### config.mk
export PLATFORM = sky130hd
export DESIGN_NAME = sdco_objects
export DESIGN_NICKNAME = d
export VERILOG_FILES = /design/src/common/sdco_pkg.sv /design/src/core/sdco_objects.sv /design/src/core/sdco_trigger.sv
export VERILOG_INCLUDE_DIRS = /design/src /design/src/common
export SDC_FILE = /design/constraint.sdc
export NUM_CORES = 1
export LEC_CHECK = 0
export BUFFER_PORTS_ARGS = -buffer_cell sky130_fd_sc_hd__buf_2
export CAP_MARGIN = 10
export CORE_MARGIN = 5
export CORE_UTILIZATION = 49
export CTS_CLUSTER_SIZE = 10
export DETAILED_ROUTE_END_ITERATION = 10
export GPL_TIMING_DRIVEN = 0
export PLACE_DENSITY_LB_ADDON = 0.15
export SYNTH_ARGS = -nofsm -noshare
export SYNTH_HDL_FRONTEND = slang
export SYNTH_HIERARCHICAL = 1
export SYNTH_SLANG_ARGS = --single-unit
export TNS_END_PERCENT = 30
### constraint.sdc
create_clock -name sys_clk -period 4.54 [get_ports sys_clk]
set_clock_uncertainty 0.2 [all_clocks]
set_input_delay 0.908 -clock sys_clk [delete_from_list [all_inputs] [get_ports sys_clk]]
set_output_delay 0.908 -clock sys_clk [all_outputs]
set_load 0.03 [all_outputs]
### src/common/sdco_consts.svh
`ifndef SDCO_CONSTS_SVH
`define SDCO_CONSTS_SVH

// ****************************************
// Object indices
// ****************************************
`define SDCO_IDX_SUB_ERROR 16'h4001
`define SDCO_IDX_REF_POS 16'h4020
`define SDCO_IDX_CONFIG 16'h4100
`define SDCO_IDX_ENC_CLEAR 16'h4102
`define SDCO_IDX_COORD_MODE 16'h4103
`define SDCO_IDX_COORD_POS 16'h4104

// ****************************************
// Keys, reset values, codes
// ****************************************
`define SDCO_KEY_CONFIG 32'h666E_6F63
`define SDCO_KEY_ENC_CLEAR 32'h6A64_6165
`define SDCO_RST_HALF 16'h0000
`define SDCO_RST_WORD 32'h0000_0000
// Error 27.7: sub 7 in the upper byte as F7, main 27 in the lower byte
`define SDCO_FAULT_CODE 16'hF727

// ****************************************
// Status field and timing
// ****************************************
`define SDCO_STAT_READY_BIT 9
`define SDCO_OP_CYCLES 16
`define SDCO_OP_CNT_W 8

`endif

### src/common/sdco_pkg.sv
package sdco_pkg;

  typedef logic [31:0] sdco_word_t;
  typedef logic [15:0] sdco_half_t;

  typedef enum logic [1:0]
  {
    sdco_trig_idle = 2'b00,
    sdco_trig_run = 2'b01,
    sdco_trig_fault = 2'b10
  } sdco_trig_state_t;

endpackage

### src/core/sdco_objects.sv
// How it works
// - Ready flag reads 1 when commands can be taken, 0 when not.
// - Ready held low during mailbox writes, config, resets, clears, saves, encoder setup.
// - Ready low from enable-operation acceptance until motor is energised.
// - Ready low from disable, shutdown or disable-voltage until de-energised.
// - Sub error code is read-only, mappable, reflects errors, resets to zero.
// - Reference position gives starting command position when entering position mode.
// - In cyclic position mode the reference position shows following error.
// - Mapping reference position with short cycle or non-unity gear raises 93.4.
// - Config key written by mailbox applies changes to attribute C objects.
// - Config while energised forces the motor de-energised.
// - Completed configuration enters fault with error 27.7.
// - Config write aborts on complete access, wrong key, or undervoltage 11.0.
// - Encoder key written by mailbox clears the multi-turn counter.
// - Completed multi-turn clear enters fault with error 27.7.
// - Encoder write aborts on complete access, wrong key, or semi-closed while on.
// - Coordinate setting mode object: 16 bits, mappable, resets to zero.
// - Coordinate setting position object: signed 32 bits, mappable.
// - Ready flag is bit 9 of a 16-bit status field, 1 means accepting.
`include "sdco_consts.svh"

module sdco_objects
#(
  parameter int OP_CYCLES = `SDCO_OP_CYCLES
)
(
  // Clock and reset
  input wire logic sys_clk,
  input wire logic reset_n,
  // Mailbox object access
  input wire logic mbx_req,
  input wire logic mbx_write,
  input wire logic mbx_complete,
  input wire sdco_pkg::sdco_half_t mbx_index,
  input wire sdco_pkg::sdco_word_t mbx_wdata,
  output logic mbx_ack,
  output logic mbx_abort,
  output sdco_pkg::sdco_word_t mbx_rdata,
  // Drive state
  input wire logic motor_energised,
  input wire logic enable_op_accept,
  input wire logic disable_op_accept,
  input wire logic fault_reset_busy,
  input wire logic history_clear_busy,
  input wire logic backup_busy,
  input wire logic save_busy,
  input wire logic restore_busy,
  input wire logic undervoltage_err,
  input wire logic semi_closed_abs,
  // Error reporting
  input wire logic err_valid,
  input wire sdco_pkg::sdco_half_t err_code,
  input wire logic err_clear,
  // Position sources
  input wire logic csp_mode,
  input wire sdco_pkg::sdco_word_t position_cmd_units,
  input wire sdco_pkg::sdco_word_t following_error,
  input wire logic ref_pos_mapped,
  input wire logic cycle_short,
  input wire logic gear_not_unity,
  // Coordinate setting sources
  input wire sdco_pkg::sdco_half_t coord_mode_in,
  input wire sdco_pkg::sdco_word_t coord_pos_in,
  // Object values
  output logic command_accept_ready,
  output sdco_pkg::sdco_half_t mfr_status,
  output sdco_pkg::sdco_half_t sub_error_detail,
  output sdco_pkg::sdco_word_t ref_position,
  output sdco_pkg::sdco_half_t coord_mode,
  output sdco_pkg::sdco_word_t coord_position,
  // Actions
  output logic func_setting_error,
  output logic force_deenergise,
  output logic config_apply,
  output logic multiturn_clear,
  output logic fault_request
);
  import sdco_pkg::*;

  // ****************************************
  // Declarations
  // ****************************************
  logic next_ack;
  logic next_abort;
  sdco_word_t next_rdata;
  logic cfg_start;
  logic enc_start;
  logic cfg_busy;
  logic enc_busy;
  logic cfg_action;
  logic enc_action;
  logic cfg_fault;
  logic enc_fault;
  logic wr_pend;
  logic next_wr_pend;
  logic on_pend;
  logic next_on_pend;
  logic off_pend;
  logic next_off_pend;
  logic next_ready;
  sdco_word_t config_trigger;
  sdco_word_t next_config_trigger;
  sdco_word_t encoder_multiturn_clear;
  sdco_word_t next_encoder_multiturn_clear;
  sdco_half_t next_sub_error;
  sdco_word_t next_ref_position;
  sdco_half_t next_coord_mode;
  sdco_word_t next_coord_position;
  logic next_func_err;
  logic next_force_off;
  logic servo_not_off;

  // ****************************************
  // Keyed trigger sequencers
  // ****************************************
  sdco_trigger #(.OP_CYCLES(OP_CYCLES)) u_cfg_trig
  (
    .sys_clk(sys_clk),
    .reset_n(reset_n),
    .start(cfg_start),
    .busy(cfg_busy),
    .action(cfg_action),
    .fault(cfg_fault)
  );

  sdco_trigger #(.OP_CYCLES(OP_CYCLES)) u_enc_trig
  (
    .sys_clk(sys_clk),
    .reset_n(reset_n),
    .start(enc_start),
    .busy(enc_busy),
    .action(enc_action),
    .fault(enc_fault)
  );

  // ****************************************
  // Mailbox decode
  // ****************************************
  // Pending servo-on (on_pend) counts as not off
  assign servo_not_off = motor_energised | on_pend;

  always_comb
  begin
    next_ack = mbx_req;
    next_abort = 1'b0;
    next_rdata = `SDCO_RST_WORD;
    cfg_start = 1'b0;
    enc_start = 1'b0;
    next_config_trigger = config_trigger;
    next_encoder_multiturn_clear = encoder_multiturn_clear;
    if (mbx_req)
    begin
      case (mbx_index)
        `SDCO_IDX_SUB_ERROR:
        begin
          next_rdata = {16'h0000, sub_error_detail};
          next_abort = mbx_write;
        end
        `SDCO_IDX_REF_POS:
        begin
          next_rdata = ref_position;
          next_abort = mbx_write;
        end
        `SDCO_IDX_COORD_MODE:
        begin
          next_rdata = {16'h0000, coord_mode};
          next_abort = mbx_write;
        end
        `SDCO_IDX_COORD_POS:
        begin
          next_rdata = coord_position;
          next_abort = mbx_write;
        end
        `SDCO_IDX_CONFIG:
        begin
          next_rdata = config_trigger;
          if (mbx_write)
          begin
            if (mbx_complete || mbx_wdata != `SDCO_KEY_CONFIG || undervoltage_err ||
                cfg_busy)
              next_abort = 1'b1;
            else
            begin
              cfg_start = 1'b1;
              next_config_trigger = mbx_wdata;
            end
          end
        end
        `SDCO_IDX_ENC_CLEAR:
        begin
          next_rdata = encoder_multiturn_clear;
          if (mbx_write)
          begin
            if (mbx_complete || mbx_wdata != `SDCO_KEY_ENC_CLEAR ||
                (semi_closed_abs && servo_not_off) || enc_busy)
              next_abort = 1'b1;
            else
            begin
              enc_start = 1'b1;
              next_encoder_multiturn_clear = mbx_wdata;
            end
          end
        end
        default:
          next_abort = 1'b1;
      endcase
    end
  end

  always_ff @(posedge sys_clk)
  begin
    if (!reset_n)
    begin
      mbx_ack <= 1'b0;
      mbx_abort <= 1'b0;
      mbx_rdata <= `SDCO_RST_WORD;
      config_trigger <= `SDCO_RST_WORD;
      encoder_multiturn_clear <= `SDCO_RST_WORD;
    end
    else
    begin
      mbx_ack <= next_ack;
      mbx_abort <= next_abort;
      mbx_rdata <= next_rdata;
      config_trigger <= next_config_trigger;
      encoder_multiturn_clear <= next_encoder_multiturn_clear;
    end
  end

  // ****************************************
  // Command acceptance ready
  // ****************************************
  always_comb
  begin
    next_wr_pend = mbx_req & mbx_write;
    next_on_pend = enable_op_accept | (on_pend & ~motor_energised);
    next_off_pend = disable_op_accept | (off_pend & motor_energised);
    next_ready = ~(next_wr_pend | wr_pend | cfg_start | enc_start | cfg_busy | enc_busy |
                   fault_reset_busy | history_clear_busy | backup_busy | save_busy |
                   restore_busy | next_on_pend | next_off_pend);
  end

  always_ff @(posedge sys_clk)
  begin
    if (!reset_n)
    begin
      wr_pend <= 1'b0;
      on_pend <= 1'b0;
      off_pend <= 1'b0;
      command_accept_ready <= 1'b0;
    end
    else
    begin
      wr_pend <= next_wr_pend;
      on_pend <= next_on_pend;
      off_pend <= next_off_pend;
      command_accept_ready <= next_ready;
    end
  end

  // Ready in bit 9, other bits zero
  always_comb
  begin
    mfr_status = 16'h0000;
    mfr_status[`SDCO_STAT_READY_BIT] = command_accept_ready;
  end

  // ****************************************
  // Error, position and coordinate objects
  // ****************************************
  always_comb
  begin
    next_sub_error = sub_error_detail;
    if (err_clear)
      next_sub_error = `SDCO_RST_HALF;
    if (err_valid)
      next_sub_error = err_code;
    if (cfg_fault || enc_fault)
      next_sub_error = `SDCO_FAULT_CODE;
    next_ref_position = csp_mode ? following_error : position_cmd_units;
    next_func_err = ref_pos_mapped & (cycle_short | gear_not_unity);
    next_coord_mode = coord_mode_in;
    next_coord_position = coord_pos_in;
    next_force_off = cfg_start & servo_not_off;
  end

  always_ff @(posedge sys_clk)
  begin
    if (!reset_n)
    begin
      sub_error_detail <= `SDCO_RST_HALF;
      ref_position <= `SDCO_RST_WORD;
      func_setting_error <= 1'b0;
      coord_mode <= `SDCO_RST_HALF;
      coord_position <= `SDCO_RST_WORD;
      force_deenergise <= 1'b0;
      config_apply <= 1'b0;
      multiturn_clear <= 1'b0;
      fault_request <= 1'b0;
    end
    else
    begin
      sub_error_detail <= next_sub_error;
      ref_position <= next_ref_position;
      func_setting_error <= next_func_err;
      coord_mode <= next_coord_mode;
      coord_position <= next_coord_position;
      force_deenergise <= next_force_off;
      config_apply <= cfg_action;
      multiturn_clear <= enc_action;
      fault_request <= cfg_fault | enc_fault;
    end
  end

endmodule

### src/core/sdco_trigger.sv
`include "sdco_consts.svh"

module sdco_trigger
#(
  parameter int OP_CYCLES = `SDCO_OP_CYCLES,
  parameter int CNT_W = `SDCO_OP_CNT_W
)
(
  // Clock and reset
  input wire logic sys_clk,
  input wire logic reset_n,
  // Control
  input wire logic start,
  // Status
  output logic busy,
  output logic action,
  output logic fault
);
  import sdco_pkg::*;

  sdco_trig_state_t state;
  sdco_trig_state_t next_state;
  logic [CNT_W-1:0] count;
  logic [CNT_W-1:0] next_count;
  logic next_action;

  generate
    if (OP_CYCLES < 1 || OP_CYCLES >= (1 << CNT_W))
    begin : g_bad_cycles
      $error("OP_CYCLES does not fit the counter");
    end
  endgenerate

  always_comb
  begin
    next_state = state;
    next_count = count;
    next_action = 1'b0;
    case (state)
      sdco_trig_idle:
      begin
        if (start)
        begin
          next_state = sdco_trig_run;
          next_count = CNT_W'(OP_CYCLES - 1);
          next_action = 1'b1;
        end
      end
      sdco_trig_run:
      begin
        if (count == '0)
          next_state = sdco_trig_fault;
        else
          next_count = count - 1'b1;
      end
      sdco_trig_fault:
        next_state = sdco_trig_idle;
      default:
        next_state = sdco_trig_idle;
    endcase
  end

  always_ff @(posedge sys_clk)
  begin
    if (!reset_n)
    begin
      state <= sdco_trig_idle;
      count <= '0;
      action <= 1'b0;
    end
    else
    begin
      state <= next_state;
      count <= next_count;
      action <= next_action;
    end
  end

  // Busy spans the fault cycle too
  assign busy = (state != sdco_trig_idle);
  assign fault = (state == sdco_trig_fault);

endmodule

==> impl_metrics.env, run 1 <==
export IMPL_rsz0062_at_grt="false"
export IMPL_start_kind="input port"
export IMPL_cp_end_kind="register"
export IMPL_ff2ff_path_depth=10
export IMPL_yosysTopAreaCell="dfxtp_1"
export IMPL_layout_drive_gt1_share=0.367
export IMPL_start_util=0.495
export IMPL_grt_pass1_wl_um=41300
export IMPL_ys_flop_type="dfxtp_1"
export IMPL_post_drt_wl_per_cell_um=19.2
export IMPL_die_h_um=144
export IMPL_netlist_instances=845
export IMPL_yosysMostFrequentCell="dfxtp_1"
export IMPL_required_ns=4.74
export IMPL_final_net_count=1420
export IMPL_die_x_um=144
export IMPL_io_pins=349
export IMPL_finalCoreUtilization=0.647
export IMPL_finalPower_mw=4.34
export IMPL_cp_endpoint="u_cfg_trig/count[4]"
export IMPL_async_flop_share=0
export IMPL_fin_ws_ns=0.474
export IMPL_clock_sinks=225
export IMPL_core_mm2=0.0178
export IMPL_cp_max_fo=11
export IMPL_regToRegEndpoint="u_cfg_trig/count[4]"
export IMPL_cts_tree="done"
export IMPL_first_iter_violations=456
export IMPL_final_hold_viol_count=0
export IMPL_outcome="completed"
export IMPL_grt_ovfl_total=0
export IMPL_routed_wl_um=27900
export IMPL_ys_ff_latch=225
export IMPL_hold_buffers=0
export IMPL_antenna_found_initial=1
export IMPL_synth_cell_type_count=63
export IMPL_crit_type="input port to register"
export IMPL_r2r_slack_ns=1.17
export IMPL_vias=7785
export IMPL_vias_per_cell=5.37
export IMPL_track_usage=0.255
export IMPL_cts_setup_buffers=0
export IMPL_cts_resized=0
export IMPL_preCtsSetupSlack_ns=-0.0565
export IMPL_h_tree_depth=1
export IMPL_synthTopCellsByArea="dfxtp_1, mux2_2, and2_1"
export IMPL_first_global_vias=7531
export IMPL_p_per_area_mw_per_mm2=376
export IMPL_root_buffer="clkbuf_16"
export IMPL_clkTransAtPathRegs_ns=0.05
export IMPL_fin_crit_sh=0.896
export IMPL_final_setup_viol_count=0
export IMPL_portBuffers=331
export IMPL_synth_edf_count=0
export IMPL_p_leak_nw=5.25
export IMPL_postRouteAntennaNets=0
export IMPL_cts_buffers=26
export IMPL_synth_top_cell_area_share=0.510
export IMPL_critPathLaunch="mbx_index[4]"
export IMPL_vdd_drop_max_mv=0.255
export IMPL_cts_buffer_depth=3
export IMPL_grt_max_degree=15
export IMPL_worst_hold_slack_ns=0.222
export IMPL_syn_to_final_growth_pct=30.8
export IMPL_worstMarginPinSlew_ns=1.24
export IMPL_dpl_hpwl_um=21900
export IMPL_max_freq_mhz=246
export IMPL_finalWeightedCongestion=0.906
export IMPL_row_count=49
export IMPL_clk_latency_ns=0.51
export IMPL_hold_class="register to register"
export IMPL_r2r_start="u_cfg_trig/state[0]"
export IMPL_slew_headroom=0.166
export IMPL_period_needed_ns=4.07
export IMPL_cap_violations=0
export IMPL_drv_slew=0
export IMPL_syn_area_mm2=0.00882
export IMPL_dieArea_mm2=0.0208
export IMPL_syn_area_per_cell_um2=10.4
export IMPL_dr_pass1_iters=5
export IMPL_drc=0
export IMPL_yosysSeqAreaShare=0.510
export IMPL_critPathArrivalTime_ns=4.27
export IMPL_yosysWarnings=6
export IMPL_yosys_top_cells_count="dfxtp_1, and2_1, clkbuf_1"
-- layout by cell type (no fill, tap or decap), types with 4 or more instances in the layout --
cell type,n
nand2b_1,4
and2_1,54
conb_1,15
o31ai_1,4
or4_1,6
nand4_1,7
buf_6,4
mux2i_1,32
nand2_1,5
nor3_1,21
buf_2,334
a21boi_0,13
nor4bb_1,7
inv_1,27
buf_1,4
clkbuf_1,45
o21a_1,35
nor4_1,8
nor2b_1,41
or2_2,6
or3_1,4
a222oi_1,16
clkbuf_16,27
nor2_1,39
or4_4,4
buf_4,17
a22o_1,16
a21oi_1,38
dfxtp_1,225
mux2_2,35
and3_1,13
or4b_2,5
a22oi_1,31
ha_1,4
nor3b_1,21
-- layer usage --
| metal | GRT usage | vias to the layer above | share of wire |
|---|---|---|---|
| met4 | 0.0795 | 2 | 0.027 |
| met2 | 0.430 | 349 | 0.49 |
| met5 | 0 | - | 0.00047 |
| met1 | 0.330 | 3619 | 0.40 |
| met3 | 0.0516 | 56 | 0.084 |
| li1 | - | 3759 | - |
-- logic make-up (layout without fill, tap and decap cells) --
logic type / after synthesis / count (layout) / share of synthesized area
AOI/OAI and AO/OA: 177 / 177 / 0.151
muxes: 67 / 67 / 0.0810
other: 1 / 16 / 0.000425
buffers and inverters: 99 / 460 / 0.0527
and+or+nand+nor: 268 / 268 / 0.195
adders and majority gates: 4 / 4 / 0.00567
xor gates and xnor gates: 4 / 4 / 0.00397
DFF: 225 / 225 / 0.510
-- critical path, cell delays in order --
cell and delay (ns):
buf_2 0.09, or4_1 0.55, buf_2 0.21, or4_4 0.59, or4_4 0.63, inv_2 0.10
buf_6 0.15, nor3b_1 0.53, nand2b_1 0.31, or4_2 0.16, nand2_1 0.04
-- sequential cells by signal, indices dropped and copies added, names as in the netlist, 2 cells and up --
| name | flops |
|---|---|
| ref_position | 32 |
| encoder_multiturn_clear | 32 |
| sub_error_detail | 16 |
| mbx_rdata | 32 |
| coord_position | 32 |
| u_enc_trig/count | 8 |
| u_enc_trig/state | 2 |
| u_cfg_trig/count | 8 |
| u_cfg_trig/state | 2 |
| config_trigger | 32 |
| coord_mode | 16 |
-- through the flow --
| step | area, um2 | cells | setup TNS (ns) |
|---|---|---|---|
| after floorplan | 8880 | 859 | 0 |
| after global placement | 10800 | 1419 | -0.0435 |
| after detailed placement | 10800 | 1420 | -0.0565 |
| after CTS | 11500 | 1449 | 0 |
| after global routing | 11500 | 1449 | 0 |
| final | 11500 | 1450 | 0 |
-- how the worst min path moves through the flow --
stage | start | endpoint | depth (start not counted)
2_1_floorplan | encoder_multiturn_clear[10] | encoder_multiturn_clear[10] | 2
3_3_place_gp | encoder_multiturn_clear[26] | encoder_multiturn_clear[26] | 2
3_5_place_dp | encoder_multiturn_clear[15] | encoder_multiturn_clear[15] | 2
4_1_cts | encoder_multiturn_clear[19] | encoder_multiturn_clear[19] | 2
5_1_grt | encoder_multiturn_clear[15] | encoder_multiturn_clear[15] | 2
6_report | encoder_multiturn_clear[31] | encoder_multiturn_clear[31] | 2
-- final cells by class --
type                            instances  area (um2)
Fill cell                            1542        6290
Sequential cell                       225        4500
Multi-Input combinational cell        535        3910
Timing Repair Buffer                  332        1660
Clock buffer                           28         679
Buffer                                 71         360
Tap cell                              229         287
Inverter                               28         105
Clock inverter                          1        30.0
Antenna cell                            1        2.50
-- where the power goes --
part / internal (mW) / switching (mW)
sequential: 2.03 / 0.0346
combinational: 0.171 / 0.272
clock: 1.10 / 0.735
total: 3.30 / 1.04
(Power assumes the default switching activity.)
==> run 2: changes to the inputs <==
--- a/config.mk
+++ b/config.mk
@@ -8,6 +8,7 @@
 export LEC_CHECK = 0
 export BUFFER_PORTS_ARGS = -buffer_cell sky130_fd_sc_hd__buf_2
 export CAP_MARGIN = 10
+export CORE_ASPECT_RATIO = 0.75
 export CORE_MARGIN = 5
 export CORE_UTILIZATION = 49
 export CTS_CLUSTER_SIZE = 10
==> run 2 against run 1 <==
- clock-buffer cell count down 1
- design area up 0.13%
- largest power group unchanged
- routed wire length up 2.3%
- fmax up 0.12%
- sequential power about the same
- die area increased by 0.13%
- first-iteration DRC count grew 26%
- register-to-register slack gained 0.02 ns
- clock power is essentially flat
==> impl_metrics.env, run 2 (synthesized netlist as in run 1, its figures left out) <==
export IMPL_hold_class="register to register"
export IMPL_cts_setup_buffers=0
export IMPL_portBuffers=331
export IMPL_routed_wl_um=28500
export IMPL_worst_hold_slack_ns=0.220
export IMPL_drc=0
export IMPL_final_setup_viol_count=0
export IMPL_clock_sinks=225
export IMPL_post_drt_wl_per_cell_um=19.5
export IMPL_fin_crit_sh=0.895
export IMPL_die_x_um=165
export IMPL_p_per_area_mw_per_mm2=374
export IMPL_cts_resized=0
export IMPL_drv_slew=0
export IMPL_outcome="completed"
export IMPL_first_global_vias=7734
export IMPL_dr_pass1_iters=7
export IMPL_io_pins=349
export IMPL_antenna_found_initial=1
export IMPL_slew_headroom=0.282
export IMPL_clkTransAtPathRegs_ns=0.05
export IMPL_cap_violations=0
export IMPL_grt_ovfl_total=0
export IMPL_final_cell_mix="buf_2, dfxtp_1, and2_1"
export IMPL_required_ns=4.75
export IMPL_core_mm2=0.0177
export IMPL_fin_ws_ns=0.479
export IMPL_final_hold_viol_count=0
export IMPL_crit_type="input port to register"
export IMPL_vias=7868
export IMPL_cp_max_fo=11
export IMPL_grt_max_degree=15
export IMPL_layout_drive_gt1_share=0.368
export IMPL_die_h_um=126
export IMPL_p_leak_nw=5.25
export IMPL_row_count=42
export IMPL_critPathArrivalTime_ns=4.27
export IMPL_start_util=0.500
export IMPL_first_iter_violations=573
export IMPL_period_needed_ns=4.06
export IMPL_final_net_count=1421
export IMPL_rsz0062_at_grt="false"
export IMPL_vias_per_cell=5.37
export IMPL_start_kind="input port"
export IMPL_dpl_hpwl_um=22100
export IMPL_vdd_drop_max_mv=0.215
export IMPL_cts_buffer_depth=3
export IMPL_postRouteAntennaNets=0
export IMPL_h_tree_depth=1
export IMPL_worstMarginPinSlew_ns=1.07
export IMPL_mostFrequentLayoutCell="buf_2"
export IMPL_dieArea_mm2=0.0208
export IMPL_finalWeightedCongestion=0.903
export IMPL_max_freq_mhz=246
export IMPL_cts_buffers=26
export IMPL_cp_end_kind="register"
export IMPL_syn_to_final_growth_pct=31.0
export IMPL_grt_pass1_wl_um=42400
export IMPL_root_buffer="clkbuf_16"
export IMPL_hold_buffers=0
export IMPL_preCtsSetupSlack_ns=-0.0522
export IMPL_tns_ns=0
export IMPL_cts_tree="done"
export IMPL_track_usage=0.260
export IMPL_clk_latency_ns=0.53
-- run 2: per-layer routing --
layer  routed length [um]  GRT usage  up-vias
li1                     -          -     3754
met1                12500      0.357     3744
met2                13400      0.422      325
met3                 1970     0.0470       45
met4                  630     0.0704        0
met5                    0          0        -
-- run 2: power by group --
group | internal, mW | total, mW | switching, mW
Sequential | 2.03 | 2.06 | 0.0351
Clock | 1.07 | 1.82 | 0.749
Combinational | 0.172 | 0.445 | 0.274
Total | 3.27 | 4.32 | 1.06
-- run 2: worst paths after layout --
path / start / endpoint / slack [ns] / cells past startpoint
worst max register to register: u_enc_trig/state[1] / u_enc_trig/count[4] / 1.19 / 9
worst max-delay path: mbx_index[4] / u_enc_trig/count[4] / 0.48 / 10
worst min-delay path: encoder_multiturn_clear[9] / encoder_multiturn_clear[9] / 0.22 / 2
worst min register to register: encoder_multiturn_clear[9] / encoder_multiturn_clear[9] / 0.22 / 2
-- run 2: final cells by class --
| class | count | area (um2) |
|---|---|---|
| inverter | 28 | 105 |
| clock inverter | 2 | 46.3 |
| fill | 1539 | 6100 |
| antenna | 2 | 5.00 |
| sequential | 225 | 4500 |
| timing repair buffer | 333 | 1670 |
| buffer | 71 | 360 |
| clock buffer | 27 | 654 |
| tap | 242 | 303 |
| multi-input combinational | 535 | 3910 |
-- run 2: per-stage QoR --
step | utilization | std cells | power (mW) | instance area, um2
final | 0.655 | 1465 | 4.32 | 11600
after global routing | 0.655 | 1464 | 4.45 | 11600
after CTS | 0.654 | 1462 | 4.34 | 11600
after detailed placement | 0.615 | 1433 | 2.55 | 10900
after global placement | 0.614 | 1432 | 2.54 | 10800
after floorplan | - | 859 | 2.35 | 8880
-- run 2: critical path, stage by stage --
cell and delay (ns):
buf_2 0.09, or4_1 0.57, buf_2 0.21, or4_4 0.59, nor4_4 0.54, buf_2 0.37
nor3b_1 0.47, nand2b_1 0.31, or4_2 0.17, nand2_1 0.05
